--- config.mk ---
export PLATFORM = sky130hd
export DESIGN_NAME = system_clock_select_control
export DESIGN_NICKNAME = d
export VERILOG_FILES = /design/src/rtl/clock_ctrl_pkg.sv /design/src/rtl/system_clock_select_control.sv
export SDC_FILE = /design/constraint.sdc
export NUM_CORES = 1
export LEC_CHECK = 0
export ABC_AREA = 0
export BUFFER_PORTS_ARGS = -buffer_cell sky130_fd_sc_hd__buf_4
export CORE_AREA = 2 2 116 107
export CTS_CLUSTER_DIAMETER = 60
export DETAILED_ROUTE_END_ITERATION = 8
export DIE_AREA = 0 0 118 109
export PLACE_DENSITY = 0.55
export SLEW_MARGIN = 5
export SYNTH_ARGS = -nofsm -noshare
export SYNTH_HDL_FRONTEND = slang
export SYNTH_SLANG_ARGS = --single-unit
--- constraint.sdc ---
create_clock -name clk -period 2.9 [get_ports clk]
set_input_delay 0.435 -clock clk [delete_from_list [all_inputs] [get_ports clk]]
set_output_delay 0.435 -clock clk [all_outputs]
set_load 0.02 [all_outputs]
--- src/rtl/clock_ctrl_pkg.sv ---
// shared constants and types of the clock select and divider control
package clock_ctrl_pkg;

    // ---------------------------------------------------------------
    // register map
    // ---------------------------------------------------------------
    localparam logic [15:0] CLOCK_DIVIDER_SELECT_ADDR = 16'hf002;
    localparam logic [15:0] CLOCK_SOURCE_CONTROL_ADDR = 16'hf003;
    localparam logic [7:0] CLOCK_DIVIDER_SELECT_RST = 8'h33;
    localparam logic [7:0] CLOCK_SOURCE_CONTROL_RST = 8'h83;

    // clock_divider_select fields
    localparam int CPU_DIV_SEL_LO_POS = 0;
    localparam int PORT_CLK_DIV_SEL_LO_POS = 4;
    // clock_source_control fields
    localparam int CPU_SRC_SEL_POS = 0;
    localparam int FAST_OSC_ENABLE_POS = 1;
    localparam int PLL_READY_FLAG_POS = 7;

    localparam logic [1:0] CPU_DIV_RST = 2'h3;
    localparam logic [1:0] PORT_DIV_RST = 2'h3;

    // ---------------------------------------------------------------
    // timing counts
    // ---------------------------------------------------------------
    localparam int PLL_STAB_PULSES = 16384;
    localparam int SLOW_STAB_CYCLES = 128;
    localparam int PLL_MULT = 500;
    localparam logic [7:0] SLOW_STAB_CNT = 8'(SLOW_STAB_CYCLES);
    // last count of the slow clock half period in cycles of clk
    localparam logic [7:0] SLOW_HALF_LAST = 8'(PLL_MULT / 2 - 1);
    localparam logic [4:0] DIV_CNT_LAST = 5'h1f;

    // ---------------------------------------------------------------
    // types
    // ---------------------------------------------------------------
    typedef enum logic [3:0] {
        SRC_SLOW = 4'h1,
        SRC_TO_FAST = 4'h2,
        SRC_FAST = 4'h4,
        SRC_TO_SLOW = 4'h8
    } cpu_src_state_t;

    typedef struct packed {
        logic [15:0] addr;
        logic [15:0] wdata;
        logic wr;
        logic rd;
        logic word;
    } bus_req_t;

    typedef struct packed {
        logic cpu_clock;
        logic fast_peripheral_clock;
        logic slow_clock;
        logic port_fast_clock_out;
    } clock_out_t;

    typedef struct packed {
        logic [4:0] div_cnt;
        logic [1:0] cpu_div;
        logic [1:0] port_div;
        logic [1:0] cpu_div_act;
        logic [1:0] port_div_act;
        logic src_sel;
        logic osc_en;
        logic [14:0] stab_cnt;
        logic ready;
        logic fast_on;
        logic [7:0] slow_div_cnt;
        logic slow_lvl;
        logic [7:0] slow_cnt;
        logic slow_ok;
        cpu_src_state_t src_state;
        clock_out_t clocks;
        logic [15:0] rdata;
    } ctrl_state_t;

    localparam ctrl_state_t CTRL_STATE_RST = '{
        div_cnt: 5'h00,
        cpu_div: CPU_DIV_RST,
        port_div: PORT_DIV_RST,
        cpu_div_act: CPU_DIV_RST,
        port_div_act: PORT_DIV_RST,
        src_sel: 1'b1,
        osc_en: 1'b1,
        stab_cnt: 15'h0000,
        ready: 1'b0,
        fast_on: 1'b0,
        slow_div_cnt: 8'h00,
        slow_lvl: 1'b0,
        slow_cnt: 8'h00,
        slow_ok: 1'b0,
        src_state: SRC_TO_FAST,
        clocks: 4'h0,
        rdata: 16'h0000
    };

endpackage

--- src/rtl/system_clock_select_control.sv ---
// clock source select, dividers and pll stabilisation for cpu and peripherals
//
// Contract
// - reset gives cpu and fast clock divide by 16
// - cpu divider field picks /2 /4 /8 /16
// - port clock divider picks /1 /2 /4 /8
// - source bit: 0 slow, 1 fast; resets 1
// - oscillator off forces source bit to 0
// - enable bit starts and stops pll; resets 1
// - ready flag high only when pll usable
// - ready low while stopped or still counting
// - ready flag is read only
// - byte and word access, reset value 0x33
// - selected clock to cpu, others to peripherals
// - count 16384 pll pulses before pll supply
// - slow clock withheld for 128 slow cycles
// - pll runs at 500 times slow clock; the code gives 250 times (pll is clk/2, slow clock is clk/500)
`timescale 1ns/1ps

module system_clock_select_control #(
    parameter int PLL_STAB_PULSES = clock_ctrl_pkg::PLL_STAB_PULSES
) (
    input wire logic clk,                               // reference clock
    input wire logic rst,                               // async reset, high
    input wire clock_ctrl_pkg::bus_req_t bus,           // register request
    output logic [15:0] rdata,                          // read data, cycle after rd
    output clock_ctrl_pkg::clock_out_t clocks,          // generated clocks
    output logic pll_ready                              // pll usable
);
    import clock_ctrl_pkg::*;

    // ---------------------------------------------------------------
    // helpers
    // ---------------------------------------------------------------
    localparam logic [14:0] STAB_TARGET = 15'(PLL_STAB_PULSES);

    // tap n of the chain counter is the pll clock divided by 2**n
    function automatic logic clk_tap(input logic [4:0] cnt, input logic [2:0] tap);
        logic r;
        r = 1'b0;
        if (tap <= 3'h4) begin
            r = cnt[tap];
        end
        return r;
    endfunction

    function automatic logic [7:0] divider_byte(input ctrl_state_t s);
        logic [7:0] b;
        b = 8'h00;
        b[CPU_DIV_SEL_LO_POS +: 2] = s.cpu_div;
        b[PORT_CLK_DIV_SEL_LO_POS +: 2] = s.port_div;
        return b;
    endfunction

    function automatic logic [7:0] source_byte(input ctrl_state_t s);
        logic [7:0] b;
        b = 8'h00;
        b[CPU_SRC_SEL_POS] = s.src_sel;
        b[FAST_OSC_ENABLE_POS] = s.osc_en;
        b[PLL_READY_FLAG_POS] = s.ready;
        return b;
    endfunction

    // ---------------------------------------------------------------
    // state
    // ---------------------------------------------------------------
    ctrl_state_t state_reg;
    ctrl_state_t state_next;

    always_comb begin
        logic hit_div;
        logic hit_src;
        logic hit_word;
        logic wr_div;
        logic wr_src;
        logic [7:0] src_byte;
        logic wrap;
        logic slow_fall;
        logic want_fast;
        logic fast_cpu;
        logic slow_out;
        hit_div = 1'b0;
        hit_src = 1'b0;
        hit_word = 1'b0;
        wr_div = 1'b0;
        wr_src = 1'b0;
        src_byte = 8'h00;
        wrap = 1'b0;
        slow_fall = 1'b0;
        want_fast = 1'b0;
        fast_cpu = 1'b0;
        slow_out = 1'b0;
        state_next = state_reg;

        // -----------------------------------------------------------
        // register decode
        // -----------------------------------------------------------
        // a word access only lands on the even address; it covers both
        hit_word = bus.word && (bus.addr == CLOCK_DIVIDER_SELECT_ADDR);
        hit_div = !bus.word && (bus.addr == CLOCK_DIVIDER_SELECT_ADDR);
        hit_src = !bus.word && (bus.addr == CLOCK_SOURCE_CONTROL_ADDR);
        wr_div = bus.wr && (hit_div || hit_word);
        wr_src = bus.wr && (hit_src || hit_word);
        src_byte = hit_word ? bus.wdata[15:8] : bus.wdata[7:0];

        if (wr_div) begin
            state_next.cpu_div = bus.wdata[CPU_DIV_SEL_LO_POS +: 2];
            state_next.port_div = bus.wdata[PORT_CLK_DIV_SEL_LO_POS +: 2];
        end
        // the ready flag position is never written
        if (wr_src) begin
            state_next.osc_en = src_byte[FAST_OSC_ENABLE_POS];
            state_next.src_sel = src_byte[CPU_SRC_SEL_POS];
        end
        // source bit sticks at 0 whenever the oscillator is off
        if (!state_next.osc_en) begin
            state_next.src_sel = 1'b0;
        end

        state_next.rdata = 16'h0000;
        if (bus.rd) begin
            if (hit_word) begin
                state_next.rdata = {source_byte(state_reg), divider_byte(state_reg)};
            end else if (hit_div) begin
                state_next.rdata = {8'h00, divider_byte(state_reg)};
            end else if (hit_src) begin
                state_next.rdata = {8'h00, source_byte(state_reg)};
            end
        end

        // -----------------------------------------------------------
        // pll chain counter and stabilisation
        // -----------------------------------------------------------
        // bit 0 of the chain is the pll clock itself, half of clk
        wrap = (state_reg.div_cnt == DIV_CNT_LAST);
        // once stopped the chain finishes its round so all taps end low
        if (state_reg.osc_en || (state_reg.div_cnt != 5'h00)) begin
            state_next.div_cnt = 5'(state_reg.div_cnt + 5'h01);
        end
        if (!state_reg.osc_en) begin
            state_next.stab_cnt = 15'h0000;
        end else if (!state_reg.div_cnt[0] && (state_reg.stab_cnt != STAB_TARGET)) begin
            state_next.stab_cnt = 15'(state_reg.stab_cnt + 15'h0001);
        end
        state_next.ready = state_reg.osc_en && (state_reg.stab_cnt == STAB_TARGET);

        // dividers and the fast gate only change where every tap falls
        if (wrap) begin
            state_next.cpu_div_act = state_reg.cpu_div;
            state_next.port_div_act = state_reg.port_div;
            state_next.fast_on = state_reg.ready;
        end

        // -----------------------------------------------------------
        // slow clock
        // -----------------------------------------------------------
        // slow clock is the pll reference: pll rate / 250 (clk / 500)
        if (state_reg.slow_div_cnt == SLOW_HALF_LAST) begin
            state_next.slow_div_cnt = 8'h00;
            state_next.slow_lvl = !state_reg.slow_lvl;
            slow_fall = state_reg.slow_lvl;
        end else begin
            state_next.slow_div_cnt = 8'(state_reg.slow_div_cnt + 8'h01);
        end
        // gate opens on a falling edge, so the first high phase is whole
        if (slow_fall && !state_reg.slow_ok) begin
            state_next.slow_cnt = 8'(state_reg.slow_cnt + 8'h01);
            if (8'(state_reg.slow_cnt + 8'h01) == SLOW_STAB_CNT) begin
                state_next.slow_ok = 1'b1;
            end
        end
        slow_out = state_next.slow_lvl && state_next.slow_ok;

        // -----------------------------------------------------------
        // cpu source switch
        // -----------------------------------------------------------
        want_fast = state_reg.src_sel && state_reg.osc_en;
        fast_cpu = clk_tap(state_next.div_cnt, 3'({1'b0, state_next.cpu_div_act} + 3'h1))
            && state_next.fast_on;
        state_next.clocks.cpu_clock = 1'b0;
        // the cpu clock is parked low between sources; the cpu stalls
        // until the new source is running
        unique case (state_reg.src_state)
            SRC_SLOW: begin
                state_next.clocks.cpu_clock = slow_out;
                if (want_fast && slow_fall) begin
                    state_next.src_state = SRC_TO_FAST;
                    state_next.clocks.cpu_clock = 1'b0;
                end
            end
            SRC_TO_FAST: begin
                if (!want_fast) begin
                    state_next.src_state = SRC_TO_SLOW;
                end else if (wrap && state_reg.ready) begin
                    state_next.src_state = SRC_FAST;
                    state_next.clocks.cpu_clock = fast_cpu;
                end
            end
            SRC_FAST: begin
                state_next.clocks.cpu_clock = fast_cpu;
                if (!want_fast && wrap) begin
                    state_next.src_state = SRC_TO_SLOW;
                    state_next.clocks.cpu_clock = 1'b0;
                end
            end
            SRC_TO_SLOW: begin
                if (want_fast) begin
                    state_next.src_state = SRC_TO_FAST;
                end else if (slow_fall && state_reg.slow_ok) begin
                    state_next.src_state = SRC_SLOW;
                end
            end
        endcase

        // -----------------------------------------------------------
        // peripheral and port clocks
        // -----------------------------------------------------------
        state_next.clocks.fast_peripheral_clock = fast_cpu;
        state_next.clocks.slow_clock = slow_out;
        state_next.clocks.port_fast_clock_out =
            clk_tap(state_next.div_cnt, {1'b0, state_next.port_div_act}) && state_next.fast_on;
    end

    always_ff @(posedge clk or posedge rst) begin
        if (rst) begin
            state_reg <= CTRL_STATE_RST;
        end else begin
            state_reg <= state_next;
        end
    end

    // ---------------------------------------------------------------
    // outputs
    // ---------------------------------------------------------------
    assign rdata = state_reg.rdata;
    assign clocks = state_reg.clocks;
    assign pll_ready = state_reg.ready;

endmodule

==> impl_metrics.csv, run 1 <==
group,metric,value,unit
run_status,status,"finished, final reports clean",
synth,synth_top_area_frac,0.403,
timing,relSlewSlack,0.484,
cells_and_area,drive_gt1_frac,0.239,
place,dp_hpwl,4.81,mm
setup_path,critical_path_arrival,2.79,ns
setup_path,cp.required,3.15,ns
synth,synth-edff-count,0,
synth,ys.flop_type,"dfrtp_1",
clock_network,clk_latency,0.33,ns
timing,setup_viol,0,
synth,syn_area,3420,µm²
cells_and_area,antenna_cells,0,
drt,first_iter_violations,101,
synth,synth_top_area_cell,"dfrtp_1",
timing,holdWs,0.255,ns
synth,synth_commonest_cells,"dfrtp_1 (55), nor2_1 (29), nand2_1 (24)",
drt,ant_nets,0,
floorplan,rows,38,
cells_and_area,finalCoreUtilization,0.352,
setup_path,endpoint_kind,"flip-flop",
cells_and_area,fill_cells,1227,
clock_network,ctsHoldBuffers,0,
floorplan,core_area,11700,µm²
drt,drt_wl_total,6.63,mm
clock_network,root_buffer,"clkbuf_16",
global_route,grt_remaining_overflow,0,
min_path,hold_class,"primary input to async pin",
clock_network,clk_pin_slew,0.06,ns
synth,yosysSeqAreaShare,0.487,
global_route,grt_pass1_wl,11.6,mm
clock_network,cts_tree,"yes",
floorplan,die_x,118,µm
global_route,antenna_found_initial,0,
synth,yosysWarnings,0,
synth,synthTopCellsByArea,"dfrtp_1 (40%), dfstp_2 (8.5%), buf_4 (4.8%)",
floorplan,die_area,12900,µm²
floorplan,ioPinCount,58,
pwr,power_frac_comb,0.143,
clock_network,cts_buffers,9,
clock_network,clock_path_buffers,2,
drt,drc,0,
pwr,p_int,1.88,mW
place,place.gp.congestion,0.772,
timing,post-route-min-period,2.54,ns
setup_path,worstSetupStartpointType,"flip-flop",
drt,dr.pass1.iters,4,
timing,worst-slew-pin-transition,0.772,ns
cells_and_area,nNetsFinal,419,
drt,route.vias.total,2436,
drt,viasPerCell,4.54,
clock_network,post_cts_resized,0,
setup_path,crit_fanout,5,
global_route,track_usage,0.112,
pwr,switching_share,0.262,
pwr,pwr-share-seq,0.394,
clock_network,cts-htree-levels,3,
pwr,power_leakage,1.84,nW
place,port_buffers,39,
clock_network,post_cts_buffers,0,
timing,drv_slew,0,
pwr,powerDensity,615,nW/µm²
clock_network,clock_sinks,66,
pwr,p_clk_frac,0.463,
timing,finClkSkew,0.0131,ns
synth,synth-seq-cells,66,
timing,min_period_over_period,0.876,
floorplan,fp.dieH,109,µm
timing,rsz0062_at_grt,"no",
pwr,ir_drop,0.272,mV
pwr,p_sw,0.667,mW
global_route,grt_pass1_vias,2489,
global_route,grt_max_degree,37,
timing,fmaxAchievable,394,MHz
synth,yosysMostFrequentCell,"dfrtp_1",
timing,fin_setup_tns,0,ns
synth,syn_inst,333,
timing,hold_violations,0,
cells_and_area,largest_register_ffs,53,
floorplan,start_util,0.291,
synth,syn_area_per_cell,10.3,µm²
synth,async_flop_share,1.00,
flow_run,cap_violations,0,
pwr,power.total,2.54,mW
synth,yosysUniqueCellTypes,52,
setup_path,path_class,"flip-flop to flip-flop",
drt,wl_per_cell,12.4,µm
cells_and_area,area_growth,21.0,%
-- metrics by stage --
step | cells | instance area (µm²) | setup slack [ns]
6_report | 536 | 4140 | 0.360
5_1_grt | 536 | 4140 | 0.125
4_1_cts | 536 | 4140 | 0.352
3_5_place_dp | 520 | 3810 | 0.380
3_3_place_gp | 520 | 3810 | 0.459
2_1_floorplan | 340 | 3440 | 0.350
-- layout by cell type, fill, tap and decap left out, types with 11 or more instances in the layout --
| cell type | n |
|---|---|
| inv_1 | 16 |
| a21oi_1 | 14 |
| ha_1 | 11 |
| nor2_1 | 29 |
| dfstp_2 | 11 |
| nand3_1 | 14 |
| buf_4 | 44 |
| dfrtp_1 | 55 |
| nand2_1 | 24 |
| xor2_1 | 16 |
-- routing by layer --
layer	share of wire	vias up	global-route usage
met1	0.48	1170	0.136
met3	0.029	13	0.0361
met4	0.019	0	0.0413
met2	0.47	33	0.188
met5	0	-	0
li1	-	1220	-
-- worst paths after layout --
kind / slack, ns / endpoint / cells past startpoint / from
max: 0.36 / clocks[3] / 10 / state_reg[70]
min: 0.25 / rdata[0] / 2 / rst
max reg2reg: 0.36 / clocks[3] / 10 / state_reg[70]
min reg2reg: 0.49 / state_reg[32] / 1 / state_reg[32]
max in group asynchronous: 1.95 / state_reg[21] / 3 / rst
min in group clk: 0.31 / rdata[7] / 2 / bus[0]
-- cells by family (layout without fill, tap and decap cells) --
| group | Yosys count | after routing | synth area share |
|---|---|---|---|
| buffers and inverters | 42 | 78 | 0.0725 |
| other | 1 | 8 | 0.00110 |
| AOI/OAI and AO/OA | 41 | 41 | 0.0783 |
| muxes | 11 | 11 | 0.0351 |
| and+or+nand+nor | 136 | 136 | 0.221 |
| DFF | 66 | 66 | 0.487 |
| xor gates and xnor gates | 25 | 25 | 0.0641 |
| adders and majority gates | 11 | 11 | 0.0403 |
-- layout make-up --
class | count | area (µm²) | share of cell area
Inverter | 17 | 63.8 | 0.0154
Tap cell | 160 | 200 | 0.0484
Sequential cell | 66 | 1670 | 0.403
Multi-Input combinational cell | 232 | 1530 | 0.370
Timing Repair Buffer | 45 | 350 | 0.0847
Clock inverter | 7 | 100 | 0.0242
Clock buffer | 9 | 225 | 0.0544
-- worst max-delay path, cell delays in order, from the launching register on --
cell	delay [ns]
dfrtp_1	0.41
ha_1	0.23
and3_1	0.19
ha_1	0.22
mux2i_1	0.20
inv_1	0.14
ha_1	0.34
inv_1	0.05
a2111oi_0	0.41
a211oi_2	0.09
o22ai_1	0.19
-- power groups by stage --
stage	Clock, mW	Combinational [mW]	Sequential, mW
final	1.18	0.362	1.00
after global routing	1.26	0.412	1.01
after CTS	1.21	0.367	1.00
after detailed placement	0	0.364	1.02
after global placement	0	0.358	1.02
after floorplan	0	0.291	1.00
Power figures use the tool's default switching activity.
==> run 2: changes to the inputs <==
CORE_AREA = 2 2 86 80   (was 2 2 116 107)
DIE_AREA = 0 0 88 82   (was 0 0 118 109)
PLACE_DENSITY = 0.85   (was 0.55)
==> impl_metrics.csv, run 2 (synthesized netlist as in run 1, its figures left out) <==
group,metric,value,unit
pwr,p_clk_frac,0.385,
floorplan,ioPinCount,58,
global_route,grt_max_degree,67,
clock_network,clock_sinks,66,
place,place.gp.congestion,0.856,
timing,min_period_over_period,0.904,
timing,setup_viol,0,
drt,route.vias.total,2488,
pwr,switching_share,0.274,
pwr,pwr-share-seq,0.458,
setup_path,r2r_start,"state_reg[69]",
clock_network,post_cts_buffers,0,
global_route,grt_pass1_wl,10.9,mm
setup_path,worstSetupStartpointType,"flip-flop",
clock_network,cts_buffers,9,
cells_and_area,nNetsFinal,417,
min_path,hold_depth,2,
floorplan,die_area,7220,µm²
cells_and_area,area_growth,14.5,%
cells_and_area,drive_gt1_frac,0.233,
timing,finClkSkew,0.0106,ns
setup_path,crit_fanout,8,
pwr,power.total,2.22,mW
clock_network,cts_tree,"yes",
min_path,hold_class,"primary input to flip-flop",
pwr,p_sw,0.607,mW
global_route,grt_use_met2,0.333,
clock_network,cts-htree-levels,3,
clock_network,root_buffer,"clkbuf_8",
floorplan,rows,28,
cells_and_area,mostFrequentLayoutCells,"dfrtp_1 (55), buf_4 (43), nor2_1 (29)",
timing,hold_violations,0,
cells_and_area,antenna_cells,0,
timing,rsz0062_at_grt,"no",
setup_path,reg2regPathDepth,10,
timing,worst-slew-pin-transition,0.805,ns
global_route,antenna_found_initial,0,
drt,drc,0,
pwr,power_frac_comb,0.156,
timing,relSlewSlack,0.464,
cells_and_area,layoutNonFillerInstCount,464,
cells_and_area,final_common_cell,"dfrtp_1",
drt,drt_wl_total,6.41,mm
floorplan,start_util,0.539,
pwr,power_leakage,1.77,nW
global_route,grtUsageMet3,0.0563,
min_path,min_to,"rdata[7]",
floorplan,core_area,6340,µm²
global_route,grt_util_met1,0.240,
pwr,ir_drop,0.256,mV
min_path,hold_start,"bus[0]",
timing,fmaxAchievable,381,MHz
global_route,grt.busiest_layer,"met2",
place,dp_hpwl,4.53,mm
pwr,powerDensity,566,nW/µm²
setup_path,r2r_setup_slack,0.28,ns
clock_network,clk_pin_slew,0.08,ns
clock_network,ctsHoldBuffers,0,
clock_network,clk_latency,0.34,ns
setup_path,path_class,"flip-flop to flip-flop",
flow_run,cap_violations,0,
drt,viasPerCell,5.36,
place,port_buffers,39,
floorplan,fp.dieH,82,µm
setup_path,reg2reg_to,"clocks[3]",
clock_network,clock_path_buffers,2,
drt,ant_nets,0,
floorplan,die_x,88,µm
global_route,track_usage,0.200,
timing,fin_setup_tns,0,ns
timing,drv_slew,0,
clock_network,post_cts_resized,0,
run_status,status,"finished, final reports clean",
drt,dr.pass1.iters,4,
setup_path,endpoint_kind,"flip-flop",
pwr,p_int,1.61,mW
global_route,grt_remaining_overflow,0,
drt,wl_per_cell,13.8,µm
timing,post-route-min-period,2.62,ns
cells_and_area,largest_register_ffs,53,
global_route,grt_pass1_vias,2445,
setup_path,critical_path_arrival,2.89,ns
place,dp_cells,448,
setup_path,cp.required,3.17,ns
drt,first_iter_violations,114,
[run 2: per-stage QoR]
step / setup slack [ns] / cell area, µm² / utilization / hold slack, ns
CTS: 0.247 / 3920 / 0.617 / 0.268
global route: 0.0000175 / 3920 / 0.617 / 0.274
floorplan: 0.350 / 3440 / - / 0.459
finish: 0.278 / 3920 / 0.617 / 0.287
detailed placement: 0.268 / 3700 / 0.583 / 0.486
global placement: 0.393 / 3700 / 0.583 / 0.473
[run 2: worst max path at each step]
stage	from	to	slack, ns	depth (start not counted)
2_1_floorplan	state_reg[69]	clocks[3]	0.35	10
3_3_place_gp	state_reg[69]	clocks[3]	0.39	10
3_5_place_dp	state_reg[69]	clocks[3]	0.27	10
4_1_cts	state_reg[69]	clocks[3]	0.25	10
5_1_grt	state_reg[69]	clocks[3]	0.00002	10
6_report	state_reg[69]	clocks[3]	0.28	10
[run 2: final cells by class]
| class | instances | area [µm²] |
|---|---|---|
| sequential | 66 | 1670 |
| tap | 90 | 113 |
| multi-input combinational | 232 | 1530 |
| fill | 506 | 2430 |
| timing repair buffer | 43 | 323 |
| clock buffer | 11 | 141 |
| clock inverter | 5 | 77.6 |
| inverter | 17 | 63.8 |
[run 2: metal layers]
layer | part of all wire | vias up
met5 | 0 | -
met2 | 0.50 | 50
li1 | - | 1210
met1 | 0.44 | 1217
met3 | 0.040 | 11
met4 | 0.017 | 0
[run 2: worst max-delay path, stage by stage, from the launching register on]
cell	delay (ns)
dfrtp_1	0.51
ha_1	0.23
and3_1	0.16
ha_1	0.22
mux2i_1	0.25
inv_1	0.15
ha_1	0.34
inv_1	0.04
a2111oi_0	0.38
a211oi_2	0.08
o22ai_1	0.18
[run 2: power groups by stage]
| stage | sequential, mW | combinational [mW] | clock (mW) |
|---|---|---|---|
| CTS | 1.01 | 0.341 | 0.868 |
| finish | 1.02 | 0.347 | 0.854 |
| detailed placement | 1.03 | 0.337 | 0 |
| floorplan | 1.00 | 0.291 | 0 |
| global route | 1.02 | 0.386 | 0.912 |
| global placement | 1.03 | 0.324 | 0 |
